## config.mk

```make
export PLATFORM = sky130hd
export DESIGN_NAME = fsg_regs
export DESIGN_NICKNAME = d
export VERILOG_FILES = /design/src/fsg_pkg.sv /design/src/fsg_trip_cmp.sv /design/src/fsg_regs.sv
export SDC_FILE = /design/constraint.sdc
export NUM_CORES = 1
export LEC_CHECK = 0
export ABC_AREA = 1
export ABC_CLOCK_PERIOD_IN_PS = 3400
export CAP_MARGIN = 20
export CORE_AREA = 2 2 129 131
export CTS_CLUSTER_DIAMETER = 80
export DETAILED_ROUTE_END_ITERATION = 8
export DIE_AREA = 0 0 131 133
export DONT_BUFFER_PORTS = 1
export PLACE_DENSITY = 0.89
export SYNTH_ARGS = -nofsm -noshare
export SYNTH_HDL_FRONTEND = slang
export SYNTH_SLANG_ARGS = --single-unit
```

## constraint.sdc

```tcl
create_clock -name clock_in -period 3.4 [get_ports clock_in]
set_clock_uncertainty 0.2 [all_clocks]
set_input_delay 1.02 -clock clock_in [delete_from_list [all_inputs] [get_ports clock_in]]
set_output_delay 1.02 -clock clock_in [all_outputs]
set_load 0.02 [all_outputs]
```

## src/fsg_pkg.sv

```systemverilog
// Package of constants for the fault status and pin I/O register bank
package fsg_pkg;
	localparam int          CHANS          = 8;
	localparam int          PINS           = 4;
	localparam int          ADDR_W         = 5;
	localparam int          CODE_W         = 3;
	localparam int          LVL_W          = 10;
	localparam logic [4:0]  ADDR_POS_FAULT = 5'h12;
	localparam logic [4:0]  ADDR_NEG_FAULT = 5'h13;
	localparam logic [4:0]  ADDR_PIN       = 5'h14;
	localparam int          PIN_DATA_LSB   = 4;
	localparam int          PIN_DIR_LSB    = 0;
	localparam logic [3:0]  DIR_RESET      = 4'hf;
	localparam logic [3:0]  DATA_RESET     = 4'h0;
	localparam logic [7:0]  FAULT_RESET    = 8'h00;
	localparam logic [7:0]  UNMAPPED_READ  = 8'h00;
	// Trip levels in tenths of a percent of the supply span
	localparam logic [9:0]  SPAN_FULL      = 10'h3e8;
	localparam logic [9:0]  HI_LVL_0       = 10'h3b6;
	localparam logic [9:0]  HI_LVL_1       = 10'h39d;
	localparam logic [9:0]  HI_LVL_2       = 10'h384;
	localparam logic [9:0]  HI_LVL_3       = 10'h36b;
	localparam logic [9:0]  HI_LVL_4       = 10'h352;
	localparam logic [9:0]  HI_LVL_5       = 10'h320;
	localparam logic [9:0]  HI_LVL_6       = 10'h2ee;
	localparam logic [9:0]  HI_LVL_7       = 10'h2bc;
	localparam logic [2:0]  CODE_RESET     = 3'h0;
endpackage : fsg_pkg

```

## src/fsg_trip_cmp.sv

```systemverilog
// One channel input pair compared with the shared trip levels
`timescale 1ns/10ps
module fsg_trip_cmp (
	input  wire logic [9:0] pos_level_in,
	input  wire logic [9:0] neg_level_in,
	input  wire logic [9:0] hi_level_in,
	input  wire logic [9:0] lo_level_in,
	output logic            pos_trip_out,
	output logic            neg_trip_out
);
	// Beyond either level is a fault; equality does not trip
	assign pos_trip_out = (pos_level_in > hi_level_in) |
		(pos_level_in < lo_level_in);
	assign neg_trip_out = (neg_level_in > hi_level_in) |
		(neg_level_in < lo_level_in);
endmodule : fsg_trip_cmp

```

## src/fsg_regs.sv

```systemverilog
`timescale 1ns/10ps
module fsg_regs (
	input  wire logic                         clock_in,
	input  wire logic                         rst_b_in,
	input  wire logic                         clk_en_in,
	input  wire logic [fsg_pkg::ADDR_W-1:0]   reg_addr_in,
	input  wire logic                         reg_wr_in,
	input  wire logic                         reg_rd_in,
	input  wire logic [7:0]                   reg_wdata_in,
	output logic      [7:0]                   reg_rdata_out,
	input  wire logic [fsg_pkg::CODE_W-1:0]   trip_level_code_in,
	input  wire logic [fsg_pkg::CHANS*10-1:0] positive_input_in,
	input  wire logic [fsg_pkg::CHANS*10-1:0] negative_input_in,
	output logic      [7:0]                   stream_pos_status_out,
	output logic      [7:0]                   stream_neg_status_out,
	input  wire logic [fsg_pkg::PINS-1:0]     pin_in,
	output logic      [fsg_pkg::PINS-1:0]     pin_out,
	output logic      [fsg_pkg::PINS-1:0]     pin_oe_out
);
	logic [fsg_pkg::CHANS-1:0] chan_pos_trip;
	logic [fsg_pkg::CHANS-1:0] chan_neg_trip;
	logic [7:0]                pos_fault_status_r;
	logic [7:0]                neg_fault_status_r;
	logic [3:0]                pin_direction_bits_r;
	logic [3:0]                pin_out_level_r;
	logic [3:0]                pin_meta_r;
	logic [3:0]                pin_sync_r;
	logic [2:0]                code_r;
	logic [7:0]                rdata_r;
	logic [7:0]                rdata_nxt;
	logic [9:0]                hi_level;
	logic [9:0]                lo_level;
	logic [3:0]                pin_data_bits;
	logic                      wr_pin;
	logic                      wr_take;
	logic [3:0]                wr_data;
	logic [3:0]                wr_dir;

	// Decode of code to high-side level, shared by every channel
	function automatic logic [9:0] hi_of(input logic [2:0] c);
		unique case (c)
			3'h0: hi_of = fsg_pkg::HI_LVL_0;
			3'h1: hi_of = fsg_pkg::HI_LVL_1;
			3'h2: hi_of = fsg_pkg::HI_LVL_2;
			3'h3: hi_of = fsg_pkg::HI_LVL_3;
			3'h4: hi_of = fsg_pkg::HI_LVL_4;
			3'h5: hi_of = fsg_pkg::HI_LVL_5;
			3'h6: hi_of = fsg_pkg::HI_LVL_6;
			3'h7: hi_of = fsg_pkg::HI_LVL_7;
		endcase
	endfunction : hi_of

	// Code is registered so a change lands on all channels in one edge
	always_ff @(posedge clock_in or negedge rst_b_in) begin
		if (!rst_b_in) begin
			code_r <= fsg_pkg::CODE_RESET;
		end else if (clk_en_in) begin
			code_r <= trip_level_code_in;
		end
	end

	// Low side mirrors the high side about mid span
	assign hi_level = hi_of(code_r);
	assign lo_level = fsg_pkg::SPAN_FULL - hi_level;

	genvar g;
	generate
		for (g = 0; g < fsg_pkg::CHANS; g++) begin : g_chan
			fsg_trip_cmp u_cmp (
				.pos_level_in (positive_input_in[g*fsg_pkg::LVL_W +:
					fsg_pkg::LVL_W]),
				.neg_level_in (negative_input_in[g*fsg_pkg::LVL_W +:
					fsg_pkg::LVL_W]),
				.hi_level_in  (hi_level),
				.lo_level_in  (lo_level),
				.pos_trip_out (chan_pos_trip[g]),
				.neg_trip_out (chan_neg_trip[g])
			);
		end
	endgenerate

	// Status shows the live comparator state sampled every cycle that clk_en_in is high
	always_ff @(posedge clock_in or negedge rst_b_in) begin
		if (!rst_b_in) begin
			pos_fault_status_r <= fsg_pkg::FAULT_RESET;
			neg_fault_status_r <= fsg_pkg::FAULT_RESET;
		end else if (clk_en_in) begin
			pos_fault_status_r <= chan_pos_trip;
			neg_fault_status_r <= chan_neg_trip;
		end
	end

	// Sense enables live elsewhere; the host masks these bytes itself
	assign stream_pos_status_out = pos_fault_status_r;
	assign stream_neg_status_out = neg_fault_status_r;

	// Pins come from outside the clock domain
	always_ff @(posedge clock_in or negedge rst_b_in) begin
		if (!rst_b_in) begin
			pin_meta_r <= fsg_pkg::DATA_RESET;
			pin_sync_r <= fsg_pkg::DATA_RESET;
		end else if (clk_en_in) begin
			pin_meta_r <= pin_in;
			pin_sync_r <= pin_meta_r;
		end
	end

	// Address compare shared by the write strobe and the read selects
	function automatic logic addr_hit(
		input logic [fsg_pkg::ADDR_W-1:0] addr,
		input logic [fsg_pkg::ADDR_W-1:0] target
	);
		addr_hit = (addr == target);
	endfunction : addr_hit

	assign wr_pin  = reg_wr_in & addr_hit(reg_addr_in, fsg_pkg::ADDR_PIN);
	assign wr_take = clk_en_in & wr_pin;
	assign wr_data = reg_wdata_in[fsg_pkg::PIN_DATA_LSB +: fsg_pkg::PINS];
	assign wr_dir  = reg_wdata_in[fsg_pkg::PIN_DIR_LSB +: fsg_pkg::PINS];

	// Direction and data land together: a pin turned to output by a write
	// drives the data bit of that same byte, so one write is enough
	genvar p;
	generate
		for (p = 0; p < fsg_pkg::PINS; p++) begin : g_pin
			always_ff @(posedge clock_in or negedge rst_b_in) begin
				if (!rst_b_in) begin
					pin_direction_bits_r[p] <= fsg_pkg::DIR_RESET[p];
				end else if (wr_take) begin
					pin_direction_bits_r[p] <= wr_dir[p];
				end
			end

			// Input pins keep their latch; a later turn-round to output drives
			// the data bit of the write that turns the pin round
			always_ff @(posedge clock_in or negedge rst_b_in) begin
				if (!rst_b_in) begin
					pin_out_level_r[p] <= fsg_pkg::DATA_RESET[p];
				end else if (wr_take && !wr_dir[p]) begin
					pin_out_level_r[p] <= wr_data[p];
				end
			end

			assign pin_out[p]    = pin_out_level_r[p];
			assign pin_oe_out[p] = ~pin_direction_bits_r[p];
		end
	endgenerate

	assign pin_data_bits = pin_sync_r;

	// Unmapped addresses read as zero rather than aliasing a register
	always_comb begin
		rdata_nxt = fsg_pkg::UNMAPPED_READ;
		if (addr_hit(reg_addr_in, fsg_pkg::ADDR_POS_FAULT)) begin
			rdata_nxt = pos_fault_status_r;
		end else if (addr_hit(reg_addr_in, fsg_pkg::ADDR_NEG_FAULT)) begin
			rdata_nxt = neg_fault_status_r;
		end else if (addr_hit(reg_addr_in, fsg_pkg::ADDR_PIN)) begin
			rdata_nxt = {pin_data_bits, pin_direction_bits_r};
		end
	end

	always_ff @(posedge clock_in or negedge rst_b_in) begin
		if (!rst_b_in) begin
			rdata_r <= fsg_pkg::UNMAPPED_READ;
		end else if (clk_en_in && reg_rd_in) begin
			rdata_r <= rdata_nxt;
		end
	end

	assign reg_rdata_out = rdata_r;
endmodule : fsg_regs

```

==> results of run 1 <==
-- metal layers --
layer	share of wire, %	routed length, um	GRT usage, %
met5	0	0	0
met2	45	13900	57.4
met4	6.4	2020	20.3
met3	11	3520	10.8
met1	38	11800	41.4
-- sequential cells by signal, summed over array words and instances (netlist names) --
signal,count
pin_meta_r,4
pin_out,4
code_r,3
pin_direction_bits_r,4
stream_neg_status_out,8
reg_rdata_out,8
pin_data_bits,4
stream_pos_status_out,8
-- layout make-up --
cell class                      count  share of cell area, %
Sequential cell                    43                   10.6
Clock inverter                      2                  0.587
Clock buffer                        6                   1.26
Tap cell                          220                   2.69
Multi-Input combinational cell   1312                   76.0
Timing Repair Buffer               27                   2.23
Inverter                          177                   6.67
-- critical path: stages, from the launching register on --
cell	delay [ns]
dfrtp_1	0.45
inv_2	0.12
ha_1	0.35
inv_1	0.08
nand2_2	0.06
nand2_4	0.17
clkinvlp_4	0.29
buf_4	0.22
ha_1	0.29
nand2_1	0.08
nor2_1	0.10
nand3_1	0.06
or3_1	0.37
a21oi_1	0.15
a21oi_1	0.09
-- kinds of logic after synthesis --
family                     after synthesis  share of synthesized area (%)
buffers and inverters                  202                           8.65
DFF                                     43                           11.3
and+or+nand+nor                        875                           39.8
xor gates and xnor gates                10                           1.11
adders and majority gates              196                           25.5
muxes                                    4                          0.469
other                                    1                         0.0390
AOI/OAI and AO/OA                      211                           13.1
-- power groups by stage --
stage,combinational [uW],clock (uW),sequential (uW)
after floorplan,1700,0,686
after global placement,2190,0,726
after detailed placement,2280,0,727
after CTS,2290,657,717
after global routing,2680,681,724
final,2350,667,720
-- how the worst max path moves through the flow --
stage | endpoint | cells after the start | slack, ns | from
2_1_floorplan | stream_pos_status_out[3] | 18 | 0.10 | code_r[0]
3_3_place_gp | stream_pos_status_out[2] | 15 | 0.40 | code_r[0]
3_5_place_dp | stream_pos_status_out[5] | 18 | 0.27 | code_r[0]
4_1_cts | stream_pos_status_out[5] | 18 | 0.20 | code_r[0]
5_1_grt | stream_neg_status_out[1] | 17 | 0.01 | code_r[1]
6_report | stream_neg_status_out[7] | 14 | 0.18 | code_r[0]
-- cells in the final DEF, fill, tap and decap left out, drive strengths merged, types with 3 or more instances in the layout --
cell type,count
inv,175
bufinv,3
nand2,525
nor3,4
clkbuf,6
nand3b,16
buf,27
xor2,10
a31o,16
o21ai,59
ha,196
o2111ai,5
nand3,113
mux2,4
conb,16
nand4,31
nor2,181
dfstp,4
dfrtp,39
a21oi,88
o21bai,35
o21a,3
-- per-stage QoR --
stage,setup slack (ns),hold slack [ns]
after floorplan,0.102,0.242
after CTS,0.200,0.206
after global routing,0.0110,0.199
after detailed placement,0.270,0.259
after global placement,0.401,0.254
final,0.183,0.206
-- what timing repair did --
item,CTS,global route
endpoints found under the setup margin,0,12
hold buffers,0,0
setup buffers,0,3
gates resized for setup,0,4
==> run_results.csv, run 1 <==
group,metric,value,unit
outcome,status,"completed",
cts,clk_latency,0.30,ns
synth,synth_common_cells,"nand2_1 (497), ha_1 (196), nor2_1 (178)",
power_and_ir_drop,seqPwrFrac,19.3,%
grt,gr-usage-all-layers,35.6,%
power_and_ir_drop,total_leakage_power,0.00583,uW
timing,maxSlewViolCount,0,
floorplan,die_width,131,um
placement,io_buffers,0,
synth,synth_edf_count,0,
power_and_ir_drop,finalPower,3740,uW
setup_path,worstPathArrival,3.21,ns
cts,clockBufferDepth,2,
drt,drt-initial-drc-count,771,
finish,multi_input_area,0.00777,mm^2
synth,yosysWarnings,0,
synth,netlist_area,0.00961,mm^2
drt,totalWireLength,31300,um
drt,dr.pass1.iters,5,
finish,area_growth,6.46,%
timing,fmax,311,MHz
setup_path,rr_startpoint,"code_r[0]",
synth,synth_most_common_cell,"nand2_1",
synth,yosysSeqAreaShare,11.3,%
finish,fillers,1510,
cts,cts.sinks,43,
timing,tns,0,ns
floorplan,initial_core_util,59.4,%
finish,final_nets,1947,
timing,fin_crit,3.22,ns
synth,ys_async_sr_fraction,100,%
setup_path,crit_type,"flip-flop to flip-flop",
setup_path,rrSetupSlack,0.18,ns
cts,path_clk_slew,0.08,ns
placement,place_inst,1776,
synth,synth_ff_type,"dfrtp_1",
power_and_ir_drop,ir_drop,0.254,mV
floorplan,core,0.0162,mm^2
power_and_ir_drop,power_frac_comb,62.9,%
floorplan,die_y,133,um
drt,drc_errors,0,
synth,syn_avg_cell_area,6.23,um^2
grt,grt_pass1_wl,48900,um
power_and_ir_drop,pwr-share-clk,17.8,%
setup_path,timing.rr.end,"stream_neg_status_out[7]",
timing,setup_viol_count_final,0,
finish,layout-drive-gt1-share,6.96,%
setup_path,path_max_fanout,8,
drt,ant_nets,0,
synth,synth_top_cell_by_area,"ha_1",
drt,avgViaCountPerCell,5.86,
synth,synth_top_area_share,25.5,%
grt,antenna_found_initial,0,
placement,gp_congestion,0.952,
placement,dpl_cell_area,0.00999,mm^2
timing,rsz0062_at_grt,"false",
setup_path,r2r_cells,14,
finish,antenna-diode-count,0,
power_and_ir_drop,p_per_area,366,mW/mm^2
placement,hpwl,23600,um
floorplan,io_pins,217,
setup_path,critPathRequiredTime,3.39,ns
power_and_ir_drop,switching_share,50.3,%
cts,cts_max_level,2,
timing,hold_viol,0,
synth,yosys.cell_types.count,46,
grt,grt_pass1_vias,10039,
synth,syn-instance-count,1542,
synth,synth-seq-cells,43,
grt,grt.overflow.total,0,
power_and_ir_drop,p_sw,1880,uW
grt,grt_max_degree,44,
min_path,worstHoldPathType,"input pin to async pin",
setup_path,startpoint_type,"flip-flop",
power_and_ir_drop,power.internal,1860,uW
finish,final_util,63.2,%
cts,cts_inserted_buffers,5,
timing,worstMarginPinSlew,0.921,ns
timing,slew_headroom,38.6,%
cts,cts_root_buf,"clkbuf_16",
finish,finalInstanceArea,0.0102,mm^2
floorplan,rows,47,
timing,post-route-period-util,94.6,%
finish,regArea,0.00108,mm^2
setup_path,crit_path_end_kind,"flip-flop",
run,max-cap-violations,0,
finish,final_cells,1787,
drt,detail_route.wl_per_cell,17.5,um
cts,cts_tree,"done",
drt,routed-via-count,10478,
floorplan,die-area,0.0174,mm^2
synth,synthTopCellsByArea,"ha_1 (26%), nand2_1 (19%), dfrtp_1 (10%)",
(Power assumes the default switching activity.)
==> run 2: changes to the inputs <==
CORE_AREA = 2 2 128 130   (was 2 2 129 131)
CTS_BUF_LIST = sky130_fd_sc_hd__clkbuf_4 sky130_fd_sc_hd__clkbuf_8   (was default)
DIE_AREA = 0 0 130 132   (was 0 0 131 133)
PLACE_DENSITY = 0.9   (was 0.89)
==> run 2 against run 1 <==
Sequential cell count unchanged. Non-clock buffer count is 1 lower. Worst hold slack got worse by 0.033 ns. Wire length is 0.72% higher. Via count grew 0.59%. Final area shrank 1.3%. Critical path type unchanged.
==> run_results.csv, run 2 (synthesized netlist as in run 1, its figures left out) <==
group,metric,value,unit
cts,cts_resized,0,
drt,ant_nets,0,
setup_path,crit_type,"flip-flop to flip-flop",
drt,routed-via-count,10540,
timing,rsz0062_at_grt,"false",
placement,hpwl,23900,um
setup_path,rr_startpoint,"code_r[1]",
finish,final_nets,1946,
drt,dr.pass1.iters,7,
placement,place_inst,1774,
timing,maxSlewViolCount,0,
drt,drt-initial-drc-count,867,
placement,gp_congestion,0.954,
placement,place_ws,0.267,ns
timing,tns,0,ns
drt,avgViaCountPerCell,5.91,
finish,final_cell_mix,"nand2_1 (497), ha_1 (196), nor2_1 (177)",
timing,fmax,317,MHz
timing,hold_viol,0,
cts,path_clk_slew,0.11,ns
drt,drc_errors,0,
grt,gr-usage-all-layers,36.5,%
finish,layout_commonest_cell,"nand2_1",
drt,route.met3.wl,3910,um
timing,fin_crit,3.15,ns
min_path,worstHoldPathType,"input pin to async pin",
timing,setup_slack,0.247,ns
setup_path,cp_slowest_cell,"inv_1",
run,max-cap-violations,0,
cts,clockBufferDepth,2,
grt,antenna_found_initial,0,
floorplan,die_width,130,um
cts,cts_max_level,2,
power_and_ir_drop,ir_drop,0.166,mV
placement,io_buffers,0,
setup_path,cp_slowest_stage_delay,0.49,ns
drt,detail_route.wl_per_cell,17.7,um
floorplan,rows,46,
grt,grt_max_degree,44,
floorplan,die_y,132,um
grt,grt.overflow.total,0,
cts,cts_root_buf,"clkbuf_8",
finish,final_cells,1782,
timing,slew_headroom,58.6,%
setup_path,cp-startpoint,"code_r[1]",
cts,cts.sinks,43,
cts,cts_tree,"done",
grt,grt_pass1_vias,10122,
floorplan,die-area,0.0172,mm^2
setup_path,path_max_fanout,11,
cts,cts_setup_buffers,0,
setup_path,startpoint_type,"flip-flop",
setup_path,critPathRequiredTime,3.43,ns
finish,layout-drive-gt1-share,6.83,%
finish,area_growth,5.05,%
floorplan,io_pins,217,
timing,setup_viol_count_final,0,
cts,ctsHoldBuffers,0,
cts,clk_latency,0.33,ns
power_and_ir_drop,total_leakage_power,0.00578,uW
grt,grt_pass1_wl,49900,um
setup_path,path_cells,"inv_1, ha_1, inv_1, nand2_2, nand2_4, inv_1, buf_4, ha_1, nand2_1, o21bai_1, nand2_1, nand2_1, nand3_1, a21oi_1, a21oi_1",
drt,wl_met1,11700,um
timing,worstMarginPinSlew,0.621,ns
setup_path,crit_path_end_kind,"flip-flop",
drt,met2_length,14100,um
timing,post-route-period-util,92.7,%
outcome,status,"completed",
floorplan,core,0.0157,mm^2
floorplan,initial_core_util,61.1,%
drt,totalWireLength,31500,um
drt,highest_layer,"met4",
cts,cts_inserted_buffers,5,
finish,antenna-diode-count,0,
power_and_ir_drop,p_per_area,341,mW/mm^2
setup_path,worstPathArrival,3.18,ns
## run 2: changes by cell type in the layout (fill, tap and decap cells not counted), moves of 2 or more
cell and delta:
bufinv_16 -2, clkbuf_16 -5, buf_12 -2, clkbuf_8 +5
inv_1 +2
## run 2: final cells by class
class | count | area (um^2)
Multi-Input combinational cell | 1312 | 7770
Fill cell | 1465 | 5620
Sequential cell | 43 | 1080
Inverter | 177 | 678
Tap cell | 216 | 270
Timing Repair Buffer | 26 | 199
Clock buffer | 6 | 76.3
Clock inverter | 2 | 12.5
## run 2: metrics by stage
step | total power [uW] | hold slack, ns | cell area [um^2] | utilization, %
floorplan | 2380 | 0.242 | 9680 | -
global route | 3770 | 0.170 | 10100 | 64.2
detailed placement | 3010 | 0.262 | 9990 | 63.6
finish | 3440 | 0.173 | 10100 | 64.2
CTS | 3380 | 0.171 | 10100 | 64.2
global placement | 2910 | 0.255 | 9990 | 63.6
## run 2: worst max-delay path, delay by kind of cell (launching register included)
kind / cells / cell delay [ns]
flops: 1 / 0.43
fa+ha+maj: 2 / 0.60
buf+inv: 4 / 0.96
compound gates: 3 / 0.33
simple gates: 6 / 0.52
## run 2: where the power goes
part	switching [uW]	internal, uW	leakage, uW
combinational	1510	847	0.00522
sequential	143	579	0.000513
clock	217	153	0.0000446
## run 2: worst paths after layout
path                       slack [ns]                       end  depth (start not counted)
min in group clock_in            0.26          pin_data_bits[0]                          2
max in group asynchronous        2.62   pin_direction_bits_r[3]                          0
max                              0.25  stream_neg_status_out[3]                         15
min                              0.17          pin_data_bits[0]                          0
max reg2reg                      0.25  stream_neg_status_out[3]                         15
min reg2reg                      0.26          pin_data_bits[0]                          2
## run 2: layer usage
layer | track usage [%] | up-vias
li1 | - | 5121
met1 | 44.3 | 4722
met2 | 59.5 | 575
met3 | 8.73 | 122
met4 | 19.1 | 0
met5 | 0 | -
